==> config.mk <==
export PLATFORM = sky130hd
export DESIGN_NAME = framed_spi
export DESIGN_NICKNAME = d
export VERILOG_FILES = /design/src/verilog/framed_spi_pkg.sv /design/src/verilog/sck_edge_gen.sv /design/src/verilog/framed_spi.sv
export SDC_FILE = /design/constraint.sdc
export NUM_CORES = 1
export LEC_CHECK = 0
export CAP_MARGIN = 25
export CORE_MARGIN = 2
export CORE_UTILIZATION = 63
export DETAILED_ROUTE_END_ITERATION = 10
export DONT_BUFFER_PORTS = 1
export GPL_TIMING_DRIVEN = 0
export PLACE_DENSITY = 0.87
export SLEW_MARGIN = 20
export SYNTH_ARGS = -nofsm -noshare
export SYNTH_HDL_FRONTEND = slang
export SYNTH_SLANG_ARGS = --single-unit
==> constraint.sdc <==
create_clock -name clk -period 3.3 [get_ports clk]
set_input_delay 0.825 -clock clk [delete_from_list [all_inputs] [get_ports clk]]
set_output_delay 0.825 -clock clk [all_outputs]
set_load 0.005 [all_outputs]
==> src/verilog/framed_spi_pkg.sv <==
// Constants shared by the framed serial port: register map, control and
// status fields, reset values, word widths and the frame state encoding.
// Assumes a 32-bit register port with byte addresses on a word grid.
package framed_spi_pkg;

	// Register byte addresses
	localparam int             ADDR_W       = 8;
	localparam logic [7:0]     OFS_CONTROL  = 8'h00;
	localparam logic [7:0]     OFS_STATUS   = 8'h04;
	localparam logic [7:0]     OFS_BUFFER   = 8'h08;
	localparam logic [7:0]     OFS_BAUD     = 8'h0C;

	// Control register field positions
	localparam int CTL_MASTER_ENABLE        = 5;
	localparam int CTL_CLOCK_POLARITY       = 6;
	localparam int CTL_CLOCK_EDGE           = 8;
	localparam int CTL_SAMPLE_PHASE         = 9;
	localparam int CTL_WIDTH_LO             = 10;
	localparam int CTL_WIDTH_HI             = 11;
	localparam int CTL_DATA_OUT_DISABLE     = 12;
	localparam int CTL_IDLE_STOP            = 13;
	localparam int CTL_MODULE_ON            = 15;
	localparam int CTL_FRAME_SYNC_POLARITY  = 29;
	localparam int CTL_FRAME_SYNC_DIRECTION = 30;
	localparam int CTL_FRAME_ENABLE         = 31;
	localparam logic [31:0] CONTROL_MASK    = 32'hE000_BF60;
	localparam logic [31:0] CONTROL_RESET   = 32'h0000_0000;

	// Status register field positions
	localparam int STAT_TRANSFER_FLAG = 0;
	localparam int STAT_TX_FULL       = 1;
	localparam int STAT_RX_FULL       = 2;
	localparam int STAT_BUSY          = 3;
	localparam int STAT_RX_OVERFLOW   = 6;

	// Half-period divider of the generated serial clock
	localparam int             BAUD_W     = 9;
	localparam logic [8:0]     BAUD_RESET = 9'h003;

	// Word width codes and their bit counts
	localparam logic [1:0] WIDTH_8  = 2'h0;
	localparam logic [1:0] WIDTH_16 = 2'h1;
	localparam logic [5:0] BITS_8   = 6'h08;
	localparam logic [5:0] BITS_16  = 6'h10;
	localparam logic [5:0] BITS_32  = 6'h20;

	typedef enum logic [2:0]
	{
		ST_IDLE  = 3'b001,
		ST_ARM   = 3'b010,
		ST_SHIFT = 3'b100
	} frame_state_t;

	// Bits in one frame word; both upper codes give full words
	function automatic logic [5:0] word_bits(input logic [1:0] code);
		logic [5:0] n;
		n = BITS_32;
		if (code == WIDTH_8)
			n = BITS_8;
		else if (code == WIDTH_16)
			n = BITS_16;
		return n;
	endfunction

endpackage

==> src/verilog/sck_edge_gen.sv <==
// Serial clock source and edge finder for the framed serial port.
// Assumes sck_in is asynchronous to clk and slower than clk / 4.
`timescale 1ns/1ns
module sck_edge_gen
(
	input  wire logic                              clk,
	input  wire logic                              reset,
	input  wire logic                              run,
	input  wire logic                              drive_clock,
	input  wire logic                              clock_polarity,
	input  wire logic [framed_spi_pkg::BAUD_W-1:0] baud,
	input  wire logic                              sck_in,
	output logic                                   sck_out,
	output logic                                   to_active,
	output logic                                   to_idle
);

	logic [framed_spi_pkg::BAUD_W-1:0] div_count;
	logic                              tick;
	logic                              sck_meta;
	logic                              sck_sync;
	logic                              sck_prev;

	assign tick = (div_count == baud);

	// Half-period divider; held clear while stopped so the first edge is whole
	always_ff @(posedge clk)
	begin
		if (reset || !run || !drive_clock || tick)
			div_count <= '0;
		else
			div_count <= div_count + 1'b1;
	end

	// Generated clock rests at its idle level whenever the port stops
	always_ff @(posedge clk)
	begin
		if (reset || !run || !drive_clock)
			sck_out <= clock_polarity;
		else if (tick)
			sck_out <= ~sck_out;
	end

	// Incoming clock crosses in through two flops; the third keeps history
	always_ff @(posedge clk)
	begin
		if (reset)
		begin
			sck_meta <= 1'b0;
			sck_sync <= 1'b0;
			sck_prev <= 1'b0;
		end
		else
		begin
			sck_meta <= sck_in;
			sck_sync <= sck_meta;
			sck_prev <= sck_sync;
		end
	end

	// Edges are named by idle level, so one pair serves both polarities
	always_comb
	begin
		if (drive_clock)
		begin
			to_active = run && tick && (sck_out == clock_polarity);
			to_idle   = run && tick && (sck_out != clock_polarity);
		end
		else
		begin
			to_active = run && (sck_prev == clock_polarity) && (sck_sync != clock_polarity);
			to_idle   = run && (sck_prev != clock_polarity) && (sck_sync == clock_polarity);
		end
	end

endmodule // sck_edge_gen

==> src/verilog/framed_spi.sv <==
// Framed serial port: master clock with frame sync in, or slave clock with
// frame sync out, behind a simple strobe register port.
// Assumes clk is the peripheral clock; link pins are asynchronous to it.
// What this block does
// - Master enable, frame enable, sync direction all one: clock master, sync input.
// - Sync input sampled on sample edge; data starts on the next transmit edge.
// - Transfer flag set when a framed word completes.
// - Clock master, sync input: drive clock and data out; data in, sync are inputs.
// - Data-out disable releases the data out pin for receive-only use.
// - Sample phase picks where data in is sampled; zero means mid-bit.
// - Clock polarity sets the idle level; one idles high.
// - Clock edge bit picks the shifting edge; zero uses idle-to-active.
// - Sync polarity sets the active level; zero is active low.
// - Two-bit width field sets word length; 01 means 16 bits.
// - With idle-stop zero the port keeps running while the processor idles.
// - On bit enables; clearing it stops the port and resets its state.
// - The shift register is loaded only from the data buffer.
// - A sync pulse always starts a word; unwritten buffer sends zeros.
// - Master enable zero, frame enable one, direction zero: clock slave, sync output.
// - Buffer write drives sync one clock on next transmit edge; data follows.
// - Clock slave, sync output: drive data out and sync; clock, data in are inputs.
// - All four link pins are used; sync carries a frame pulse.
`timescale 1ns/1ns
module framed_spi
(
	input  wire logic                              clk,
	input  wire logic                              reset,
	input  wire logic [framed_spi_pkg::ADDR_W-1:0] addr,
	input  wire logic [31:0]                       wdata,
	input  wire logic                              write_strobe,
	input  wire logic                              read_strobe,
	output logic      [31:0]                       rdata,
	input  wire logic                              cpu_idle,
	input  wire logic                              sck_in,
	output logic                                   sck_out,
	output logic                                   sck_oe,
	input  wire logic                              sdi,
	output logic                                   sdo,
	output logic                                   sdo_oe,
	input  wire logic                              frame_sync_pin_in,
	output logic                                   frame_sync_pin_out,
	output logic                                   frame_sync_pin_oe
);

	logic [31:0]                       control_register;
	logic [framed_spi_pkg::BAUD_W-1:0] baud;
	logic [31:0]                       data_buffer;
	logic [31:0]                       rx_buffer;
	logic [31:0]                       shift_register;
	logic [31:0]                       next_shift;
	logic                              tx_full;
	logic                              rx_full;
	logic                              receive_overflow_status;
	logic                              transfer_interrupt_flag;
	logic [5:0]                        bit_count;
	logic [5:0]                        bits;
	logic [4:0]                        msb;
	logic [1:0]                        width_code;
	logic                              fs_meta;
	logic                              fs_sync;
	logic                              sdi_meta;
	logic                              sdi_sync;
	logic                              to_active;
	logic                              to_idle;
	logic                              tx_edge;
	logic                              sample_edge;
	logic                              shift_step;
	logic                              last_step;
	logic                              fs_seen;
	logic                              run;
	logic                              wr_control;
	logic                              wr_status;
	logic                              wr_buffer;
	logic                              rd_buffer;
	framed_spi_pkg::frame_state_t      state;

	// Control fields
	logic module_on;
	logic master_enable;
	logic frame_enable;
	logic frame_sync_direction;
	logic frame_sync_polarity;
	logic clock_polarity;
	logic clock_edge;
	logic input_sample_phase;
	logic data_out_disable;
	logic idle_stop;
	logic clock_master_mode;
	logic frame_master_mode;

	assign module_on            = control_register[framed_spi_pkg::CTL_MODULE_ON];
	assign master_enable        = control_register[framed_spi_pkg::CTL_MASTER_ENABLE];
	assign frame_enable         = control_register[framed_spi_pkg::CTL_FRAME_ENABLE];
	assign frame_sync_direction = control_register[framed_spi_pkg::CTL_FRAME_SYNC_DIRECTION];
	assign frame_sync_polarity  = control_register[framed_spi_pkg::CTL_FRAME_SYNC_POLARITY];
	assign clock_polarity       = control_register[framed_spi_pkg::CTL_CLOCK_POLARITY];
	assign clock_edge           = control_register[framed_spi_pkg::CTL_CLOCK_EDGE];
	assign input_sample_phase   = control_register[framed_spi_pkg::CTL_SAMPLE_PHASE];
	assign data_out_disable     = control_register[framed_spi_pkg::CTL_DATA_OUT_DISABLE];
	assign idle_stop            = control_register[framed_spi_pkg::CTL_IDLE_STOP];

	// Only the two supported role pairs run; the other two stay quiet
	assign clock_master_mode = frame_enable && master_enable && frame_sync_direction;
	assign frame_master_mode = frame_enable && !master_enable && !frame_sync_direction;
	assign run = module_on && (clock_master_mode || frame_master_mode)
		&& !(idle_stop && cpu_idle);

	// Pin directions follow the role pair
	assign sck_oe            = module_on && clock_master_mode;
	assign frame_sync_pin_oe = module_on && frame_master_mode;
	assign sdo_oe            = module_on && (clock_master_mode || frame_master_mode)
		&& !data_out_disable;

	// Register port decode
	assign wr_control = write_strobe && (addr == framed_spi_pkg::OFS_CONTROL);
	assign wr_status  = write_strobe && (addr == framed_spi_pkg::OFS_STATUS);
	assign wr_buffer  = write_strobe && (addr == framed_spi_pkg::OFS_BUFFER);
	assign rd_buffer  = read_strobe && (addr == framed_spi_pkg::OFS_BUFFER);

	assign width_code = control_register[framed_spi_pkg::CTL_WIDTH_HI:framed_spi_pkg::CTL_WIDTH_LO];
	assign bits       = framed_spi_pkg::word_bits(width_code);
	assign msb  = 5'(bits - 6'h01);

	sck_edge_gen u_sck
	(
		.clk            (clk),
		.reset          (reset),
		.run            (run),
		.drive_clock    (clock_master_mode),
		.clock_polarity (clock_polarity),
		.baud           (baud),
		.sck_in         (sck_in),
		.sck_out        (sck_out),
		.to_active      (to_active),
		.to_idle        (to_idle)
	);

	// Shifting edge choice; sampling happens on the opposite edge
	assign tx_edge     = clock_edge ? to_idle : to_active;
	assign sample_edge = clock_edge ? to_active : to_idle;

	// Late sampling moves data capture onto the next shifting edge
	assign shift_step = (state == framed_spi_pkg::ST_SHIFT)
		&& (input_sample_phase ? tx_edge : sample_edge);
	assign last_step  = shift_step && (bit_count == 6'(bits - 6'h01));
	assign next_shift = {shift_register[30:0], sdi_sync};
	assign fs_seen    = (fs_sync == frame_sync_polarity);

	// Link inputs cross into clk through two flops each
	always_ff @(posedge clk)
	begin
		if (reset)
		begin
			fs_meta  <= 1'b0;
			fs_sync  <= 1'b0;
			sdi_meta <= 1'b0;
			sdi_sync <= 1'b0;
		end
		else
		begin
			fs_meta  <= frame_sync_pin_in;
			fs_sync  <= fs_meta;
			sdi_meta <= sdi;
			sdi_sync <= sdi_meta;
		end
	end

	// Configuration registers; edge and polarity are expected to change only while off
	always_ff @(posedge clk)
	begin
		if (reset)
		begin
			control_register <= framed_spi_pkg::CONTROL_RESET;
			baud             <= framed_spi_pkg::BAUD_RESET;
		end
		else
		begin
			if (wr_control)
				control_register <= wdata & framed_spi_pkg::CONTROL_MASK;
			if (write_strobe && (addr == framed_spi_pkg::OFS_BAUD))
				baud <= wdata[framed_spi_pkg::BAUD_W-1:0];
		end
	end

	// Transmit side of the buffer; a write in the load cycle still counts
	always_ff @(posedge clk)
	begin
		if (reset || !module_on)
		begin
			data_buffer <= 32'h0000_0000;
			tx_full     <= 1'b0;
		end
		else if (wr_buffer)
		begin
			data_buffer <= wdata;
			tx_full     <= 1'b1;
		end
		else if (state == framed_spi_pkg::ST_ARM && tx_edge)
			tx_full <= 1'b0;
	end

	// Receive side: a full buffer is kept and the overflow bit raised
	always_ff @(posedge clk)
	begin
		if (reset || !module_on)
		begin
			rx_buffer               <= 32'h0000_0000;
			rx_full                 <= 1'b0;
			receive_overflow_status <= 1'b0;
		end
		else
		begin
			if (last_step && !rx_full)
				rx_buffer <= next_shift & (32'hFFFF_FFFF >> (6'h20 - bits));
			if (last_step)
				rx_full <= 1'b1;
			else if (rd_buffer)
				rx_full <= 1'b0;
			if (last_step && rx_full)
				receive_overflow_status <= 1'b1;
			else if (wr_status && wdata[framed_spi_pkg::STAT_RX_OVERFLOW])
				receive_overflow_status <= 1'b0;
		end
	end

	// Completion flag, write one to clear; a completion in the same cycle wins
	always_ff @(posedge clk)
	begin
		if (reset || !module_on)
			transfer_interrupt_flag <= 1'b0;
		else if (last_step)
			transfer_interrupt_flag <= 1'b1;
		else if (wr_status && wdata[framed_spi_pkg::STAT_TRANSFER_FLAG])
			transfer_interrupt_flag <= 1'b0;
	end

	// Frame sequencer: wait for a start, arm until the next transmit edge, shift a word
	always_ff @(posedge clk)
	begin
		if (reset || !module_on)
		begin
			state              <= framed_spi_pkg::ST_IDLE;
			shift_register     <= 32'h0000_0000;
			bit_count          <= 6'h00;
			sdo                <= 1'b0;
			frame_sync_pin_out <= ~frame_sync_polarity;
		end
		else
		begin
			unique case (state)
				framed_spi_pkg::ST_IDLE:
				begin
					frame_sync_pin_out <= ~frame_sync_polarity;
					if (clock_master_mode && sample_edge && fs_seen)
						state <= framed_spi_pkg::ST_ARM;
					else if (frame_master_mode && tx_edge && tx_full)
					begin
						frame_sync_pin_out <= frame_sync_polarity;
						state              <= framed_spi_pkg::ST_ARM;
					end
				end
				framed_spi_pkg::ST_ARM:
				begin
					if (tx_edge)
					begin
						// Only the buffer feeds the shifter; nothing written sends zeros
						shift_register     <= tx_full ? data_buffer : 32'h0000_0000;
						sdo                <= tx_full && data_buffer[msb];
						frame_sync_pin_out <= ~frame_sync_polarity;
						bit_count          <= 6'h00;
						state              <= framed_spi_pkg::ST_SHIFT;
					end
				end
				framed_spi_pkg::ST_SHIFT:
				begin
					if (shift_step)
					begin
						shift_register <= next_shift;
						bit_count      <= bit_count + 6'h01;
					end
					if (last_step)
						state <= framed_spi_pkg::ST_IDLE;
					else if (tx_edge)
						sdo <= input_sample_phase ? next_shift[msb] : shift_register[msb];
				end
			endcase
		end
	end

	// Read data stand only in the cycle after the strobe; reading drains the buffer
	always_ff @(posedge clk)
	begin
		if (reset || !read_strobe)
			rdata <= 32'h0000_0000;
		else if (addr == framed_spi_pkg::OFS_CONTROL)
			rdata <= control_register;
		else if (addr == framed_spi_pkg::OFS_STATUS)
		begin
			rdata                                          <= 32'h0000_0000;
			rdata[framed_spi_pkg::STAT_TRANSFER_FLAG]      <= transfer_interrupt_flag;
			rdata[framed_spi_pkg::STAT_TX_FULL]            <= tx_full;
			rdata[framed_spi_pkg::STAT_RX_FULL]            <= rx_full;
			rdata[framed_spi_pkg::STAT_BUSY]               <= (state != framed_spi_pkg::ST_IDLE);
			rdata[framed_spi_pkg::STAT_RX_OVERFLOW]        <= receive_overflow_status;
		end
		else if (addr == framed_spi_pkg::OFS_BUFFER)
			rdata <= rx_buffer;
		else if (addr == framed_spi_pkg::OFS_BAUD)
			rdata <= {{(32 - framed_spi_pkg::BAUD_W){1'b0}}, baud};
		else
			rdata <= 32'h0000_0000;
	end
endmodule // framed_spi

### Yosys cells after proc, flatten, opt, wreduce, memory -nomap -nowiden

Cells that the tools add are included.

* add/subtract/negate cells: 4
* magnitude comparators: 1
* eq/ne operators: 24
* shifts and indexed selects: 1
* multiplexer cells: 49
* bitwise operators: 3
* reduce and logical (&&, ||, !) cells: 64

Operators with widths (count)
* $mux W32: 6
* $pmux W32 S2: 1
* $logic_and A1 B1 Y1: 34
* $and A32 B32 Y32: 1
* $shr A32 B6 Y32 const A: 1
* $mux W1: 26
* $mux W6: 4
* $eq A8 B4 Y1 const B: 2
* $bmux W1 S5: 3
* $mux W3: 4
* $pmux W6 S2: 1
* $reduce_bool A2 Y1: 6
* $ne A2 B2 Y1 const B: 5
* $add A9 B1 Y9 const B: 1
* $eq A9 B9 Y1: 1
* $logic_not A1 Y1: 9
* $mux W9: 1
* $pmux W3 S3: 1
* $eq A8 B3 Y1 const B: 1
* $logic_not A8 Y1: 1
* $add A6 B1 Y6 const B: 1
* $eq A6 B6 Y1: 1
* $logic_or A1 B1 Y1: 6
* $lt A5 B6 Y1 const B: 1
* 19 further kinds: 28

* bits in registers: 181
* input bits: 48
* output and inout port bits: 38
* word-level logic and storage cells: 171

### Depth between registers and ports, before layout

* word-level depth: 16
* mapped depth: 10
* gate-level depth less buffers: 7

### Hierarchy

A second synthesis with hierarchy kept.

* cells, all modules: 829
* area total of the unflattened synthesis: 7458.4 um2

Modules (own cells, without submodules)
* framed_spi: times used 1, cells an instance 753, area an instance 6774.0 um2, sequential area each 3373.2 um2
* sck_edge_gen: times used 1, cells an instance 76, area an instance 684.4 um2, sequential area each 270.3 um2

### Worst setup path after synthesis

OpenSTA, ideal clock, no wires.

* path type: input port to flip-flop
* start point: input port cpu_idle
* end point: register shift_register[23]
* setup time: 132 ps
* arrival time: 2363 ps
* data required time: 3168 ps
* slack: 805 ps
* stages on the path: 8
* path buffers: 1
* path through: nand2_1 nand4_1 or3_1 a21oi_1 o21ai_1 clkbuf_1 a221oi_1 nor3_1

* cells in the longest elaborated chain, start to end: 11
* elaborated cells on any way between the ends: 19
* those cells by class: eq/ne: 2; mux: 5; reduce/logical: 12

Ends and longest elaborated chain
* start: declaration: RTL line framed_spi.sv:33 `input wire logic cpu_idle,`
* $logic_and A1 B1 Y1 (*): RTL line framed_spi.sv:106 `&& !(idle_stop && cpu_idle);`
* $logic_not A1 Y1 (*): RTL line framed_spi.sv:106
* $logic_and A1 B1 Y1 (*): RTL line framed_spi.sv:106
* $logic_and A1 B1 Y1, on equally long branches (2 in a row)
* $mux W1: RTL line sck_edge_gen.sv:64 `if (drive_clock)`
* $mux W1, on equally long branches: RTL line framed_spi.sv:140, framed_spi.sv:139
* $mux W1: RTL line framed_spi.sv:144 `&& (input_sample_phase ? tx_edge : sample_edge);`
* $logic_and A1 B1 Y1: RTL line framed_spi.sv:144
* $ne A2 B2 Y1 (no source line)
* $reduce_and A3 Y1 (no source line) (*)
* end signal: assignment: RTL line framed_spi.sv:267 `shift_register <= tx_full ? data_buffer : 32'h0000_0000;`
* end signal: assignment: RTL line framed_spi.sv:278 `shift_register <= next_shift;`
* end: declaration: RTL line framed_spi.sv:49 `logic [31:0] shift_register;`

Every way passes the cells marked *; elsewhere a longest branch is shown, timed or not.
A chain may end at the register's enable or synchronous reset.

### Worst setup path after layout

* start point: register control_register[15]
* end point: register rx_buffer[2]

* cells in the longest elaborated chain, start to end: 10
* elaborated cells on any way between the ends: 19
* those cells by class: mux: 5; reduce/logical: 14

Ends and longest elaborated chain
* start: declaration: RTL line framed_spi.sv:45 `logic [31:0] control_register;`
* start signal: assignment: RTL line framed_spi.sv:173 `control_register <= framed_spi_pkg::CONTROL_RESET;`
* start signal: assignment: RTL line framed_spi.sv:179 `control_register <= wdata & framed_spi_pkg::CONTROL_MASK;`
* $logic_and A1 B1 Y1: RTL line framed_spi.sv:105 `assign run = module_on && (clock_master_mode || frame_master_mode)`
* $logic_and A1 B1 Y1: RTL line framed_spi.sv:106
* $logic_and A1 B1 Y1, on equally long branches (2 in a row)
* $mux W1: RTL line sck_edge_gen.sv:64
* $mux W1, on equally long branches: RTL line framed_spi.sv:140, framed_spi.sv:139
* $mux W1: RTL line framed_spi.sv:144
* $logic_and A1 B1 Y1: RTL line framed_spi.sv:144
* $logic_and A1 B1 Y1: RTL line framed_spi.sv:145 `assign last_step = shift_step && (bit_count == 6'(bits - 6'h01));`
* $logic_and A1 B1 Y1: RTL line framed_spi.sv:213 `if (last_step && !rx_full)`
* end signal: assignment: RTL line framed_spi.sv:214 `rx_buffer <= next_shift & (32'hFFFF_FFFF >> (6'h20 - bits));`
* end: declaration: RTL line framed_spi.sv:48 `logic [31:0] rx_buffer;`

Several ways; a longest one is shown, not always the timed one.

==> run_results.csv <==
group,metric,value,unit
outcome,status,"finished, final reports clean",
yosys,ys.flop_type,"dfxtp_1",
timing,relSlewSlack,34.73,%
clocking,cts_buffers,17,
global_routing,gr-total-overflow,0,
clocking,cts_tree,"done",
timing,worstMarginPinSlew,0.9726,ns
clocking,clkTransAtPathRegs,0.07,ns
routing,drt_iter0_markers,679,
routing,postRouteAntennaNets,0,
yosys,yosys_warnings,0,
worst_setup_path,startpoint,"control_register[15]$_SDFFE_PP0P_",
floorplanning,pin_count,86,
timing,final_hold_viol_count,0,
min_path,hold_class,"flip-flop to flip-flop",
yosys,synth_cell_types,56,
yosys,synth_commonest_cells,"dfxtp_1 (179), nand2_1 (105), a21oi_1 (83)",
power,power.total,4.231,mW
power,leakagePower,2.852,nW
finish,area_growth,10.31,%
worst_setup_path,reg2reg_from,"control_register[15]$_SDFFE_PP0P_",
clocking,htree_levels,4,
yosys,synth_fp_nets,924,
yosys,yosys.area.top_type_share,47.25,%
worst_setup_path,worstPathArrival,3.41,ns
timing,setup_viol,0,
global_routing,grt_usage,31.62,%
finish,nets,943,
yosys,ys_seq_area_share,48.04,%
clocking,cts_sinks,181,
min_path,holdPathStages,1,
global_routing,grt_pass1_vias,6320,
placement,gp_congestion,0.9487,
yosys,synth_area_leaders,"dfxtp_1 (47%), a21oi_1 (5.5%), nand2_1 (5.2%), nor3_1 (5.0%), a221oi_1 (3.7%)",
global_routing,grt_pass1_wl,31.84,mm
worst_setup_path,cp_max_fo,10,
clocking,cts_hold_buf,0,
worst_setup_path,r2r-end,"rx_buffer[2]$_SDFFE_PP0P_",
timing,finalCritPeriodShare,94.14,%
yosys,yosysTopAreaCell,"dfxtp_1",
floorplanning,fp.dieH,113.7,um
worst_setup_path,crit_path_start_kind,"flip-flop",
placement,port_buffers,0,
routing,wl,20.52,mm
power,cellPowerDensity,505.8,nW/um^2
timing,fin_skew,0.009088,ns
clocking,clockBufferDepth,2,
yosys,syn-cell-area,7584,sq um
flow_run,drv_cap,0,
timing,rsz0062_at_grt,"no",
timing,min_period,3.107,ns
clocking,clk-insertion-delay-late,0.44,ns
timing,tns,0,ns
worst_setup_path,crit_end,"rx_buffer[2]$_SDFFE_PP0P_",
worst_setup_path,criticalPathCategory,"flip-flop to flip-flop",
routing,drcViolationCount,0,
yosys,syn_inst,874,
placement,dp_slack,0.1268,ns
floorplanning,die-area,12930,sq um
timing,setup_ws,0.1934,ns
timing,fmax,321.9,MHz
worst_setup_path,cp-end-kind,"flip-flop",
worst_setup_path,r2r_setup_slack,0.19,ns
power,irDropWorstVdd,0.0003949,V
worst_setup_path,required,3.60,ns
timing,drv_slew,0,
yosys,ys_ff_latch,181,
placement,hpwl,14.23,mm
yosys,yosysMostFrequentCell,"dfxtp_1",
routing,vias,6741,
finish,drive_gt1_share,6.402,%
routing,wl_per_cell,19.49,um
floorplanning,coreArea,11860,sq um
global_routing,antenna_found_initial,0,
finish,diodes,0,
yosys,syn_area_per_cell,8.677,sq um
worst_setup_path,r2r.worst_path.cells,9,
floorplanning,num_rows,40,
clocking,cts_resized,0,
global_routing,grt_max_degree,17,
clocking,cts-root-buf,"clkbuf_16",
routing,drt-pass1-iter-count,6,
yosys,ys_async_sr_fraction,0,%
clocking,cts_setup_buffers,0,
floorplanning,initial_core_util,63.93,%
floorplanning,dieWidth,113.7,um
routing,viasPerCell,6.402,
yosys,synth_edf_count,2,
metrics by stage:
step	instances	hold WS (ns)	area, sq um	utilization, %
floorplan	874	0.4138	7584	-
finish	1053	0.4366	8366	70.53
global route	1053	0.4512	8366	70.53
global placement	1021	0.4187	7767	65.49
detailed placement	1021	0.4260	7777	65.57
CTS	1053	0.4421	8358	70.46
kinds of logic (layout without fill, tap and decap cells):
family,after synthesis,after routing,share of synthesized area (%)
xor+xnor,22,22,2.541
compound gates,182,182,15.84
fa+ha+maj,2,2,0.3299
simple gates,381,381,24.78
buf+inv,77,109,4.438
mux,29,29,4.026
flops,181,181,48.04
worst min path at each step:
stage / startpoint / to
after global placement: fs_meta$_SDFF_PP0_ / fs_sync$_SDFF_PP0_
after detailed placement: fs_meta$_SDFF_PP0_ / fs_sync$_SDFF_PP0_
final: fs_meta$_SDFF_PP0_ / fs_sync$_SDFF_PP0_
after global routing: fs_meta$_SDFF_PP0_ / fs_sync$_SDFF_PP0_
after CTS: fs_meta$_SDFF_PP0_ / fs_sync$_SDFF_PP0_
after floorplan: fs_meta$_SDFF_PP0_ / fs_sync$_SDFF_PP0_
area by class of cell:
type	count	area [sq um]
Fill cell	878	3496
Buffer	71	315.3
Tap cell	147	183.9
Sequential cell	181	3643
Clock inverter	8	98.84
Multi-Input combinational cell	616	3620
Clock buffer	24	481.7
Inverter	6	22.52
layer usage:
layer  global-route usage, %  wire, um  vias up
li1                        -         -     3141
met1                   39.74      8071     3152
met2                   50.94      9411      373
met3                   9.564      2297       75
met4                   13.17       739        0
met5                       0         0        -
power breakdown:
group / switching [mW] / internal (mW) / total [mW]
Combinational: 0.0241 / 0.0123 / 0.0364
Clock: 0.828 / 1.17 / 2.00
Sequential: 0.00215 / 2.19 / 2.19
Total: 0.855 / 3.38 / 4.23
critical path, stage by stage (launching register included):
cell and delay, ns:
dfxtp_1 0.31, clkbuf_1 0.42, nand4_1 0.33, nor3_1 0.43, o211ai_1 0.19, a21oi_1 0.36, clkbuf_2 0.33, buf_4 0.25
mux2i_1 0.28, nor2_1 0.07
state kept, by name (all words and copies together), names as in the netlist, 3 cells and up:
name,flops
state,3
shift_register,32
baud,9
rx_buffer,32
bit_count,6
u_sck.div_count,9
control_register,12
data_buffer,32
rdata,32
placed cells by master, fill, tap and decap left out, types with 16 or more instances in the layout:
cell type / count
clkbuf_1: 55
and2_1: 18
nand2_1: 105
a221oi_1: 32
nand3_1: 30
dfxtp_1: 179
xnor2_1: 16
nor3_1: 75
a21oi_1: 83
and3_1: 37
nor2_1: 53
nand2b_1: 26
clkbuf_16: 17
mux2i_1: 26
No activity file was read; power rests on OpenSTA's default activity.
